[src/inc/spx_pkg.sv]
/*
 * spx_pkg: register map, field positions, reset values, state and carrier
 * types of the serial port with its auxiliary interrupt stage.
 * assumes: byte-wide special function register access on the system clock.
 */
package spx_pkg;

    // ----------------------------------------------------------------------
    // register addresses
    // ----------------------------------------------------------------------
    localparam logic [7:0] SPX_ADDR_CTRL = 8'h9a;
    localparam logic [7:0] SPX_ADDR_DATA = 8'h9b;
    localparam logic [7:0] SPX_ADDR_DRIVE = 8'h9d;
    localparam logic [7:0] SPX_ADDR_PEND = 8'ha5;
    localparam logic [7:0] SPX_ADDR_AIE = 8'ha6;
    localparam logic [7:0] SPX_ADDR_STAT = 8'ha7;

    // ----------------------------------------------------------------------
    // field positions and reset values
    // ----------------------------------------------------------------------
    localparam int SPX_DIV_HI = 7;
    localparam int SPX_DIV_LO = 5;
    localparam int SPX_ORDER = 3;
    localparam int SPX_MASTER = 2;
    localparam int SPX_CPHA = 1;
    localparam int SPX_CPOL = 0;
    localparam int SPX_CLK_EN = 5;
    localparam int SPX_DRIVE_DELAY_SELECT = 4;
    localparam int SPX_OUTPUT_DRIVE_ENABLE = 3;
    localparam int SPX_AUX_TX = 3;
    localparam int SPX_AUX_RX = 2;
    localparam logic [7:0] SPX_CTRL_WMASK = 8'hef;
    localparam logic [7:0] SPX_DRIVE_WMASK = 8'h38;
    localparam logic [7:0] SPX_CTRL_RESET = 8'h00;
    localparam logic [7:0] SPX_DRIVE_RESET = 8'h00;
    localparam logic [7:0] SPX_AIE_RESET = 8'h00;
    localparam logic [15:0] SPX_AUX_VECTOR = 16'h0033;

    // ----------------------------------------------------------------------
    // timing: eight bits give sixteen clock edges per byte
    // ----------------------------------------------------------------------
    localparam int SPX_CLK_HZ = 25_000_000;
    localparam logic [3:0] SPX_EDGE_LAST = 4'hf;

    // ----------------------------------------------------------------------
    // types
    // ----------------------------------------------------------------------
    typedef enum logic {SPX_IDLE, SPX_RUN} spx_phase_t;

    typedef struct packed {
        logic [7:0] addr;
        logic wr;
        logic rd;
        logic [7:0] wdata;
    } spx_sfr_req_t;

    typedef struct packed {
        spx_phase_t phase;
        logic [7:0] ctrl;
        logic [7:0] drive;
        logic [7:0] aux_interrupt_enable;
        logic [7:0] tx_buf;
        logic tx_full;
        logic [7:0] tsr;
        logic [7:0] rsr;
        logic dout;
        logic sck;
        logic [7:0] div_cnt;
        logic [3:0] edge_cnt;
        logic drv_act;
        logic sck_s1;
        logic sck_s2;
        logic sck_s3;
        logic din_s1;
        logic din_s2;
        logic sel_s1;
        logic sel_s2;
        logic [7:0] rdata;
    } spx_state_t;

endpackage : spx_pkg

[src/spx_fifo2.sv]
/*
 * spx_fifo2: two-entry buffer with valid/ready on both sides and a flush.
 * assumes: both sides on the same clock; flush wins over push and pop.
 */
`timescale 1ns/1ps
module spx_fifo2 #(
    parameter int WIDTH = 8
) (
    input wire logic clock_in,
    input wire logic reset_in,
    input wire logic flush_in,
    input wire logic in_valid_in,
    input wire logic [WIDTH-1:0] in_data_in,
    output logic in_ready_out,
    output logic out_valid_out,
    output logic [WIDTH-1:0] out_data_out,
    input wire logic out_ready_in
);
    typedef struct packed {
        logic [1:0][WIDTH-1:0] mem;
        logic wp;
        logic rp;
        logic [1:0] count;
    } spx_fifo_t;

    spx_fifo_t st;
    spx_fifo_t next_st;
    logic push;
    logic pop;

    assign in_ready_out = (st.count != 2'd2);
    assign out_valid_out = (st.count != 2'd0);
    assign out_data_out = st.mem[st.rp];
    assign push = in_valid_in && in_ready_out;
    assign pop = out_valid_out && out_ready_in;

    always_comb begin
        next_st = st;
        if (push) begin
            next_st.mem[st.wp] = in_data_in;
            next_st.wp = ~st.wp;
        end
        if (pop) begin
            next_st.rp = ~st.rp;
        end
        next_st.count = st.count + {1'b0, push} - {1'b0, pop};
        if (flush_in) begin
            next_st.wp = 1'b0;
            next_st.rp = 1'b0;
            next_st.count = 2'd0;
        end
    end

    always_ff @(posedge clock_in) begin
        if (reset_in) begin
            st <= '0;
        end else begin
            st <= next_st;
        end
    end
endmodule : spx_fifo2

[src/spx_port.sv]
/*
 * spx_port: byte serial port (master or slave) with its registers and the
 * auxiliary interrupt encoder that merges its two events with six others.
 * assumes: a byte register port with one-cycle read and write strobes on
 * the system clock; the other auxiliary sources arrive as same-clock levels.
 */
`timescale 1ns/1ps
module spx_port
    import spx_pkg::*;
(
    input wire logic clock_in,
    input wire logic reset_in,
    input wire spx_sfr_req_t sfr_in,
    output logic [7:0] sfr_rdata_out,
    input wire logic port_enable_in,
    input wire logic aux_global_enable_in,
    input wire logic [7:0] aux_sources_in,
    output logic aux_irq_out,
    output logic [15:0] aux_vector_out,
    input wire logic select_n_in,
    input wire logic sck_in,
    output logic sck_out,
    output logic sck_oe_n_out,
    input wire logic mosi_in,
    output logic mosi_out,
    output logic mosi_oe_n_out,
    input wire logic miso_in,
    output logic miso_out,
    output logic miso_oe_n_out
);
    spx_state_t st;
    spx_state_t next_st;

    logic master;
    logic cpha;
    logic cpol;
    logic lsb_first;
    logic [7:0] half_m1;
    logic ctrl_change;
    logic flush;
    logic wr_data;
    logic rd_data;
    logic tick;
    logic sample_edge;
    logic shift_edge;
    logic byte_done;
    logic rx_push;
    logic rx_ready;
    logic rx_valid;
    logic [7:0] rx_head;
    logic [7:0] rx_next;
    logic [7:0] raw;
    logic [7:0] masked;
    logic [3:0] pend_code;
    logic drv_target;

    // ----------------------------------------------------------------------
    // decode
    // ----------------------------------------------------------------------
    assign master = st.ctrl[SPX_MASTER];
    assign cpha = st.ctrl[SPX_CPHA];
    assign cpol = st.ctrl[SPX_CPOL];
    assign lsb_first = st.ctrl[SPX_ORDER];
    // half period is 2^code system clocks, so a full period is clk/2..clk/256
    assign half_m1 = (8'h01 << st.ctrl[SPX_DIV_HI:SPX_DIV_LO]) - 8'h01;
    assign wr_data = sfr_in.wr && (sfr_in.addr == SPX_ADDR_DATA);
    assign rd_data = sfr_in.rd && (sfr_in.addr == SPX_ADDR_DATA);
    assign ctrl_change = sfr_in.wr && (sfr_in.addr == SPX_ADDR_CTRL)
        && ((sfr_in.wdata & SPX_CTRL_WMASK) != st.ctrl);
    assign flush = ctrl_change || !port_enable_in;

    // ----------------------------------------------------------------------
    // bit engine events
    // ----------------------------------------------------------------------
    // slave edges come from the synchronised clock, so the slave clock must
    // stay below about a sixth of the system clock
    always_comb begin
        tick = 1'b0;
        if (st.phase == SPX_RUN) begin
            if (master) begin
                tick = (st.div_cnt == half_m1);
            end else begin
                tick = (st.sck_s2 != st.sck_s3);
            end
        end
    end

    assign sample_edge = tick && (st.edge_cnt[0] == cpha);
    assign shift_edge = tick && (cpha ? !st.edge_cnt[0] : (st.edge_cnt[0] && st.edge_cnt != SPX_EDGE_LAST));
    assign byte_done = tick && (st.edge_cnt == SPX_EDGE_LAST);
    assign rx_push = byte_done && !flush;
    // the last edge samples only in phase 1; in phase 0 the byte is already whole
    assign rx_next = lsb_first ? {st.din_s2, st.rsr[7:1]} : {st.rsr[6:0], st.din_s2};

    // ----------------------------------------------------------------------
    // receive buffer
    // ----------------------------------------------------------------------
    // a slave cannot stall its master: a third unread byte is dropped there
    spx_fifo2 #(
        .WIDTH(8)
    ) rx_buf (
        .clock_in(clock_in),
        .reset_in(reset_in),
        .flush_in(flush),
        .in_valid_in(rx_push),
        .in_data_in(sample_edge ? rx_next : st.rsr),
        .in_ready_out(rx_ready),
        .out_valid_out(rx_valid),
        .out_data_out(rx_head),
        .out_ready_in(rd_data)
    );

    // ----------------------------------------------------------------------
    // auxiliary interrupts
    // ----------------------------------------------------------------------
    always_comb begin
        raw = aux_sources_in;
        raw[SPX_AUX_RX] = rx_valid;
        raw[SPX_AUX_TX] = !st.tx_full && port_enable_in;
    end

    assign masked = raw & st.aux_interrupt_enable;

    always_comb begin
        pend_code = 4'h0;
        for (int i = 7; i >= 0; i--) begin
            if (masked[i]) begin
                pend_code = 4'(i + 1);
            end
        end
    end

    assign aux_irq_out = aux_global_enable_in && (masked != 8'h00);
    assign aux_vector_out = SPX_AUX_VECTOR;

    // ----------------------------------------------------------------------
    // next state
    // ----------------------------------------------------------------------
    always_comb begin
        next_st = st;
        next_st.sck_s1 = sck_in;
        next_st.sck_s2 = st.sck_s1;
        next_st.sck_s3 = st.sck_s2;
        next_st.din_s1 = master ? miso_in : mosi_in;
        next_st.din_s2 = st.din_s1;
        next_st.sel_s1 = select_n_in;
        next_st.sel_s2 = st.sel_s1;
        drv_target = st.drive[SPX_OUTPUT_DRIVE_ENABLE];

        // register writes
        if (sfr_in.wr) begin
            case (sfr_in.addr)
                SPX_ADDR_CTRL: next_st.ctrl = sfr_in.wdata & SPX_CTRL_WMASK;
                SPX_ADDR_DRIVE: next_st.drive = sfr_in.wdata & SPX_DRIVE_WMASK;
                SPX_ADDR_AIE: next_st.aux_interrupt_enable = sfr_in.wdata;
                default: begin
                end
            endcase
        end

        // register reads are answered one cycle after the strobe
        if (sfr_in.rd) begin
            case (sfr_in.addr)
                SPX_ADDR_CTRL: next_st.rdata = st.ctrl;
                SPX_ADDR_DATA: next_st.rdata = rx_head;
                SPX_ADDR_DRIVE: next_st.rdata = st.drive;
                SPX_ADDR_PEND: next_st.rdata = {4'h0, pend_code};
                SPX_ADDR_AIE: next_st.rdata = raw;
                SPX_ADDR_STAT: next_st.rdata = masked;
                default: next_st.rdata = 8'h00;
            endcase
        end

        // bit engine
        case (st.phase)
            SPX_IDLE: begin
                next_st.sck = cpol;
                next_st.div_cnt = 8'h00;
                next_st.edge_cnt = 4'h0;
                if (port_enable_in && ((master && st.tx_full && rx_ready) || (!master && !st.sel_s2))) begin
                    next_st.phase = SPX_RUN;
                    next_st.tsr = st.tx_full ? st.tx_buf : 8'h00;
                    next_st.tx_full = 1'b0;
                    if (!cpha) begin
                        // first bit stands half a period before the first edge
                        next_st.dout = next_st.tsr[lsb_first ? 0 : 7];
                        next_st.tsr = lsb_first ? {1'b0, next_st.tsr[7:1]} : {next_st.tsr[6:0], 1'b0};
                    end
                end
            end
            SPX_RUN: begin
                next_st.div_cnt = tick ? 8'h00 : st.div_cnt + 8'h01;
                if (tick) begin
                    next_st.edge_cnt = st.edge_cnt + 4'h1;
                    if (master) begin
                        next_st.sck = ~st.sck;
                    end
                end
                if (sample_edge) begin
                    next_st.rsr = rx_next;
                end
                if (shift_edge) begin
                    next_st.dout = st.tsr[lsb_first ? 0 : 7];
                    next_st.tsr = lsb_first ? {1'b0, st.tsr[7:1]} : {st.tsr[6:0], 1'b0};
                end
                if (byte_done) begin
                    next_st.phase = SPX_IDLE;
                    next_st.drv_act = drv_target;
                end
                if (!master && st.sel_s2) begin
                    next_st.phase = SPX_IDLE;
                end
            end
            default: next_st.phase = SPX_IDLE;
        endcase

        // a write after the engine took the old byte refills the buffer
        if (wr_data) begin
            next_st.tx_buf = sfr_in.wdata;
            next_st.tx_full = 1'b1;
        end

        // delayed drive changes wait for the byte in flight only
        if (!st.drive[SPX_DRIVE_DELAY_SELECT] || st.phase == SPX_IDLE) begin
            next_st.drv_act = drv_target;
        end

        if (flush) begin
            next_st.phase = SPX_IDLE;
            next_st.tx_full = 1'b0;
            next_st.edge_cnt = 4'h0;
            next_st.div_cnt = 8'h00;
            next_st.rsr = 8'h00;
            next_st.tsr = 8'h00;
            next_st.sck = ctrl_change ? sfr_in.wdata[SPX_CPOL] : cpol;
        end
    end

    always_ff @(posedge clock_in) begin
        if (reset_in) begin
            st <= '0;
        end else begin
            st <= next_st;
        end
    end

    // ----------------------------------------------------------------------
    // outputs
    // ----------------------------------------------------------------------
    assign sfr_rdata_out = st.rdata;
    assign sck_out = st.sck;
    assign sck_oe_n_out = !(master && st.drive[SPX_CLK_EN] && port_enable_in);
    assign mosi_out = st.dout;
    assign miso_out = st.dout;
    assign mosi_oe_n_out = !(master && st.drv_act && port_enable_in);
    assign miso_oe_n_out = !(!master && st.drv_act && port_enable_in);
endmodule : spx_port

[config.mk]
export PLATFORM = sky130hd
export DESIGN_NAME = spx_port
export DESIGN_NICKNAME = d
export VERILOG_FILES = /design/src/inc/spx_pkg.sv /design/src/spx_fifo2.sv /design/src/spx_port.sv
export SDC_FILE = /design/constraint.sdc
export NUM_CORES = 1
export LEC_CHECK = 0
export CAP_MARGIN = 25
export CORE_MARGIN = 1.5
export CORE_UTILIZATION = 55
export DETAILED_ROUTE_END_ITERATION = 10
export DONT_BUFFER_PORTS = 1
export GPL_ROUTABILITY_DRIVEN = 0
export PLACE_DENSITY_LB_ADDON = 0.05
export SYNTH_ARGS = -nofsm -noshare
export SYNTH_HDL_FRONTEND = slang
export SYNTH_SLANG_ARGS = --single-unit
[constraint.sdc]
create_clock -name clock_in -period 2.3 [get_ports clock_in]
set_clock_uncertainty 0.2 [all_clocks]
set_input_delay 0.115 -clock clock_in [delete_from_list [all_inputs] [get_ports clock_in]]
set_output_delay 0.115 -clock clock_in [all_outputs]
set_load 0.02 [all_outputs]
==> results of run 1 <==
## worst paths after layout
| check | cells past startpoint | from | slack, ps | end |
|---|---|---|---|---|
| setup / recovery | 7 | st[78]$_SDFFE_PP0P_ | -60 | rx_buf.st[0]$_SDFF_PP0_ |
| hold / removal | 4 | aux_sources_in[6] | 30 | sfr_rdata_out[6]$_SDFFE_PP0P_ |
| setup reg to reg | 7 | st[78]$_SDFFE_PP0P_ | -60 | rx_buf.st[0]$_SDFF_PP0_ |
| hold reg to reg | 1 | next_st[13]$_SDFF_PP0_ | 240 | next_st[12]$_SDFF_PP0_ |
## power groups by stage
stage	logic (mW)	clock network (mW)	registers, mW
6_report	0.317	1.11	1.66
3_3_place_gp	0.196	0	1.70
3_5_place_dp	0.200	0	1.70
5_1_grt	0.339	1.19	1.66
4_1_cts	0.291	1.13	1.66
2_1_floorplan	0.191	0	1.69
## logic make-up (layout without fill, tap and decap cells)
| family | after synthesis | after routing | share of synthesized area, % |
|---|---|---|---|
| AO/OA/AOI/OAI | 142 | 142 | 20.5 |
| XOR/XNOR | 20 | 20 | 3.49 |
| adder cells (fa/ha/maj) | 3 | 3 | 0.747 |
| buffers and inverters | 62 | 143 | 7.02 |
| flip-flops | 94 | 94 | 37.4 |
| multiplexers | 44 | 44 | 9.11 |
| other | 2 | 16 | 0.149 |
| AND/OR/NAND/NOR | 214 | 214 | 21.5 |
## worst max-delay path: stages, from the launching register on
cell and delay, ps:
dfxtp_4 390, or2_4 240, a2111oi_4 350, a21oi_2 110
or3_4 440, buf_6 150, o31a_1 240, a211oi_2 180
## flip-flops by register name, summed over array words and instances, names as in the netlist, 4 cells and up
register and cells:
next_st 4, sfr_rdata_out 8, st 55, rx_buf.st 20
## cell type report
| class | count | area [um^2] | area share, % |
|---|---|---|---|
| Multi-Input combinational cell | 439 | 3170 | 48.9 |
| Clock inverter | 7 | 73.8 | 1.14 |
| Tap cell | 108 | 135 | 2.08 |
| Inverter | 6 | 22.5 | 0.347 |
| Sequential cell | 94 | 1900 | 29.3 |
| Clock buffer | 9 | 124 | 1.91 |
| Timing Repair Buffer | 121 | 1060 | 16.3 |
## metrics by stage
step                hold WS, ps  util, %  instances
detailed placement        -6.43     62.1        718
floorplan                  43.2        -        595
global route               73.5     73.7        784
finish                     33.0     73.7        784
global placement          -8.01     62.1        718
CTS                        16.2     71.3        777
## what timing repair did
item,CTS,global route
hold buffers,39,0
setup buffers,3,7
pin swaps,10,7
hold endpoints to repair,94,0
resized for setup,41,27
gates cloned,1,0
setup endpoints to repair,52,52
## placed cells by master, fill, tap and decap left out, drive strengths merged, types with 3 or more instances in the layout
cell and instances:
buf 83, nor2b 13, nor3 8, a221oi 4
nand3 37, dlygate4sd3 37, a21oi 33, xor2 11
clkinv 5, o32ai 8, mux2i 33, o2bb2ai 15
conb 16, mux2 11, nor4 3, nor2 60
nand2 52, nor3b 4, or3b 3, or3 3
dfxtp 94, a2111oi 4, nand2b 8, xnor2 9
and3b 3, nor4b 3, inv 6, a31oi 3
o22ai 6, nand4 3, ha 3, a211oi 12
clkbuf 9, a22oi 7, o21ai 32, nand3b 3
## metal layers
metal	share of wire, %	track usage, %	wire (um)	vias to the layer above
met4	2.1	10.1	308	0
met1	42	36.3	6030	2243
met3	6.0	7.09	865	29
met5	0	0	0	-
li1	-	-	-	2251
met2	50	50.5	7140	166
==> qor.txt, run 1 <==
Post-synth EDFFs: 0
Overall routed net length: 14,300 um
Global route total overflow: 0
Vias in the first global route: 4,581
Initial antenna violation count: 0
First-pass iteration count of the detailed router: 7
Largest net degree at the start of global routing: 51
Mapped Cells: 581
CTS H-tree depth: 3
FILL cells: 655
DRC Markers: 0
Max Cap Viol: 0
Static leakage: 2.33 nW
Yosys top cell area share: 37.4%
Avg Inst Size Synth: 8.65 um^2
Area grow syn2layout: 29.1%
Clock Pin Slew Worst Setup and Hold Paths: 100 ps
Die X: 98.6 um
Failing checks: negative setup slack
Seq/Total Area, Yosys: 37.4%
Setup TNS Final: -424 ps
Worst Path Max Fanout: 7
FFs w/ async S/R, synth: 0%
DRT iter0 DRCs: 256
Switching share of total power: 25.9%
Pre-CTS WS: -263 ps
Final worst slack: -59.3 ps
Top_reg_cell synth: dfxtp_1
Global-route wire length before repair: 22,900 um
Combinational share of power: 10.3%
Clk sinks: 94
Synth top cells by count: 94 x dfxtp_1, 60 x nor2_1, 52 x nand2_1
IO Count: 65
WP data arrival: 2460 ps
# diodes: 0
Root Buffer: clkbuf_8
Largest area contributor in the netlist: dfxtp_1
Cell Area, Synth: 0.00503 mm^2
Total Routing Usage GR: 29.5%
Status: finished, violations left
Final instance area: 0.00649 mm^2
Least-Margin Pin Slew: 709 ps
Pint: 2.29 mW
Kind of critical path: flop to flop
Final nets: 708
Slew Limit Fails: 0
Worst VDD drop: 0.404 mV
Die area: 0.00972 mm^2
Power, Total: 3.08 mW
Most common cell in the synthesized netlist: dfxtp_1
Die Y: 98.6 um
# setup viols final: 20
Synth Warn #: 0
Startpoint type of the worst setup path: flop
CP required: 2400 ps
Top achievable clock speed: 0.424 GHz
HPWL Detailed: 9580 um
Reg power frac: 53.8%
Netlist cell types: 73
DRT antenna net count: 0
Share of cells above drive strength 1: 25.0%
Tmin final: 2360 ps
RSZ-0062 raised after global routing: yes
Final period utilization: 103%
Max_slew headroom: 52.6%
Core box area: 0.00881 mm^2
Final hold viol count: 0
FP Rows: 34
Area after DPL: 0.00547 mm^2
Drt via density: 5.98
Via count: 4,689
Crit. End Element: flop
TritonCTS Buffers: 9
Initial Utilization: 57.1%
IO Port Bufs: 0
Synth area leaders: dfxtp_1 37%, mux2i_1 6.6%, nor2_1 4.5%, buf_4 3.9%, nand2_1 3.9%
Switching pwr: 797 uW
Power Density: 475 mW/mm^2
Worst min-delay path class: primary input to flop
Clock Tree Buf Depth: 2
Clk pwr share: 36.0%
TritonCTS clock tree: done
FF+latch count, synth: 94
Clk_lat worst skew: 370 ps
DR WL/cell: 18.3 um
Note: power is estimated with default switching activity, not from simulation.
==> inputs of run 2 (changes only) <==
--- a/config.mk
+++ b/config.mk
@@ -6,11 +6,13 @@
 export NUM_CORES = 1
 export LEC_CHECK = 0
 export CAP_MARGIN = 25
+export CORE_ASPECT_RATIO = 1.2
 export CORE_MARGIN = 1.5
 export CORE_UTILIZATION = 55
 export DETAILED_ROUTE_END_ITERATION = 10
 export DONT_BUFFER_PORTS = 1
 export GPL_ROUTABILITY_DRIVEN = 0
+export MAX_ROUTING_LAYER = met4
 export PLACE_DENSITY_LB_ADDON = 0.05
 export SYNTH_ARGS = -nofsm -noshare
 export SYNTH_HDL_FRONTEND = slang
==> run 2 against run 1 <==
The flow finishes with violations (negative hold slack, negative setup slack). Via count is 0.70% higher. First-iteration DRC count is 3.5% lower. Die area hardly changed. Design area hardly changed. Routed wire length is 2.8% higher. Register-to-register slack worse by 60 ps. Critical endpoint is now miso_out$_SDFFE_PP0P_.
==> qor.txt, run 2 (synthesis gave the netlist of run 1 again) <==
Die area: 0.00972 mm^2 (about the same)
Pint: 2.29 mW (+0.33%)
Slew Limit Fails: 0 (unchanged)
Total Routing Usage GR: 31.2% (+1.8 points)
Biggest register: st
Worst Path Max Fanout: 8 (+1)
Status: finished, violations left
Global-route wire length before repair: 23,300 um (+1.6%)
Cell at the slowest stage of the critical path: or3_4
Crit. End Element: flop
DRT iter0 DRCs: 247 (-3.5%)
Share of cells above drive strength 1: 25.6% (+0.56 points)
Worst VDD drop: 0.373 mV (-7.5%)
TritonCTS clock tree: done
TritonCTS Buffers: 9 (unchanged)
CP cell instances: buf_6 > and2_4 > a221oi_4 > a21oi_2 > or3_4 > o22a_1 > mux2_4
WP data arrival: 2490 ps (+30 ps)
Power, Total: 3.12 mW (+1.1%)
RSZ-0062 raised after global routing: yes
Worst Setup SP: st[78]$_SDFFE_PP0P_
DRT antenna net count: 0 (unchanged)
Combinational share of power: 10.3% (about the same)
Clk sinks: 94 (unchanged)
Max_slew headroom: 64.2% (+12 points)
# diodes: 0 (unchanged)
Die Y: 108 um (+9.3%)
Area grow syn2layout: 29.1% (about the same)
IO Count: 65 (unchanged)
CTS H-tree depth: 3 (unchanged)
Setup TNS Final: -1040 ps (-618 ps)
Top Family by Delay on Critical Path: compound AO/OA/AOI/OAI gates
R2R Path End: miso_out$_SDFFE_PP0P_
DR WL/cell: 18.7 um (+2.1%)
Die X: 90.3 um (-8.4%)
Max reg flops: 55 (unchanged)
Final nets: 701 (-0.99%)
Hold Path Depth: 4 (unchanged)
FP Rows: 38 (+12%)
# setup viols final: 26 (+30%)
Clk_lat worst skew: 370 ps (about the same)
Post-layout util: 72.6% (-1.1 points)
HPWL Detailed: 9750 um (+1.7%)
Root Buffer: clkbuf_8
Worst-case reg-to-reg path depth: 7 (unchanged)
Reg power frac: 53.2% (-0.6 points)
Pre-CTS WS: -334 ps (-70.5 ps)
Clk pwr share: 36.5% (+0.5 points)
CP required: 2370 ps (-30 ps)
First-pass iteration count of the detailed router: 5 (-2)
Switching share of total power: 26.4% (+0.58 points)
Static leakage: 2.29 nW (-1.5%)
Least-Margin Pin Slew: 537 ps (-172 ps)
Power Density: 481 mW/mm^2 (+1.1%)
Failing checks: negative hold slack, negative setup slack
Kind of critical path: flop to flop
Core box area: 0.00894 mm^2 (+1.5%)
Clock Tree Buf Depth: 2 (unchanged)
Fin Hold WS: -41.2 ps (-74.3 ps)
Final hold viol count: 1 (+1)
Worst Setup EP: miso_out$_SDFFE_PP0P_
Overall routed net length: 14,700 um (+2.8%)
Initial antenna violation count: 0 (unchanged)
Commonest non-fill, non-tap cell in the layout: dfxtp_1
Final worst slack: -122 ps (-62.5 ps)
Clock Pin Slew Worst Setup and Hold Paths: 100 ps (about the same)
DRC Markers: 0 (unchanged)
Placed instance count: 722 (+0.56%)
Switching pwr: 824 uW (+3.4%)
Most frequent cells in the layout: 87 x dfxtp_1, 62 x buf_4, 52 x nor2_1, 51 x nand2_1, 36 x dlygate4sd3_1
RR Startpoint: st[78]$_SDFFE_PP0P_
Worst min-delay path class: primary input to flop
Drt via density: 5.98 (about the same)
Worst Path Buf+Inv: 1 (unchanged)
Startpoint type of the worst setup path: flop
Final period utilization: 105% (+2.7 points)
Largest net degree at the start of global routing: 51 (unchanged)
Crit path depth: 7 (unchanged)
Via count: 4,722 (+0.70%)
Tmin final: 2420 ps (+62.5 ps)
Global route total overflow: 0 (unchanged)
Reg-to-reg setup timing slack: -120 ps (-60 ps)
Max Cap Viol: 0 (unchanged)
Top achievable clock speed: 0.413 GHz (-2.6%)
Initial Utilization: 56.2% (-0.85 points)
FILL cells: 729 (+11%)
CP peak stage delay: 460 ps (+20 ps)
IO Port Bufs: 0 (unchanged)
Vias in the first global route: 4,611 (+0.65%)
Final cell count without fillers: 789 (+0.64%)
run 2: cell count changes in the layout (fill, tap and decap cells not counted), moves of 3 or more:
cell and change:
a211oi_1 -5, a211oi_2 +5, buf_4 -10, buf_6 +3, nand3_2 +3, nor2_1 -4, nor2_2 +5, nor3_1 +4
run 2: per-stage QoR:
| step | instance area [um^2] | hold WS, ps |
|---|---|---|
| finish | 6490 | -41.2 |
| global route | 6490 | 6.77 |
| CTS | 6240 | 8.01 |
| detailed placement | 5420 | -8.72 |
| global placement | 5420 | -6.11 |
| floorplan | 5120 | 43.2 |
run 2: worst min path at each step:
stage	slack [ps]	to	from
3_5_place_dp	-9	cpol$_SDFFE_PP0P_	reset_in
2_1_floorplan	40	next_st[13]$_SDFF_PP0_	sck_in
5_1_grt	7	st[61]$_SDFFE_PP0P_	sfr_in[12]
6_report	-40	st[61]$_SDFFE_PP0P_	sfr_in[12]
4_1_cts	8	sfr_rdata_out[1]$_SDFFE_PP0P_	sfr_in[11]
3_3_place_gp	-6	sfr_rdata_out[4]$_SDFFE_PP0P_	reset_in
run 2: layout make-up:
cell class | instances | area (um^2) | area share [%]
inverters | 6 | 22.5 | 0.347
multi-input cells | 439 | 3180 | 49.1
clock buffers | 10 | 128 | 1.97
well taps | 120 | 150 | 2.31
repair buffers | 114 | 1040 | 16.0
clock inverters | 6 | 68.8 | 1.06
flip-flops and latches | 94 | 1900 | 29.3
run 2: layer usage:
metal,routed length (um),track usage (%),vias up
met3,1020,6.00,53
met1,6040,36.5,2230
li1,-,-,2235
met2,7060,51.8,204
met5,0,-,-
met4,631,14.7,0
run 2: tightest hold or removal path: stages:
cell	delay, ps
nand3_2	160
nor2_4	80
nand2_1	70
a21oi_1	60
run 2: power by group through the flow:
stage	combinational, mW	sequential [mW]	clock (mW)
finish	0.321	1.66	1.14
floorplan	0.191	1.69	0
global route	0.342	1.66	1.21
detailed placement	0.195	1.70	0
global placement	0.191	1.70	0
CTS	0.282	1.66	1.14
run 2: timing repair:
action | in CTS | in global routing
pin swaps | 6 | 12
cloned | 1 | 0
hold buffers | 36 | 2
hold endpoints to repair | 80 | 2
resized for setup | 35 | 43
buffers inserted | 7 | 5
endpoints found under the setup margin | 52 | 56
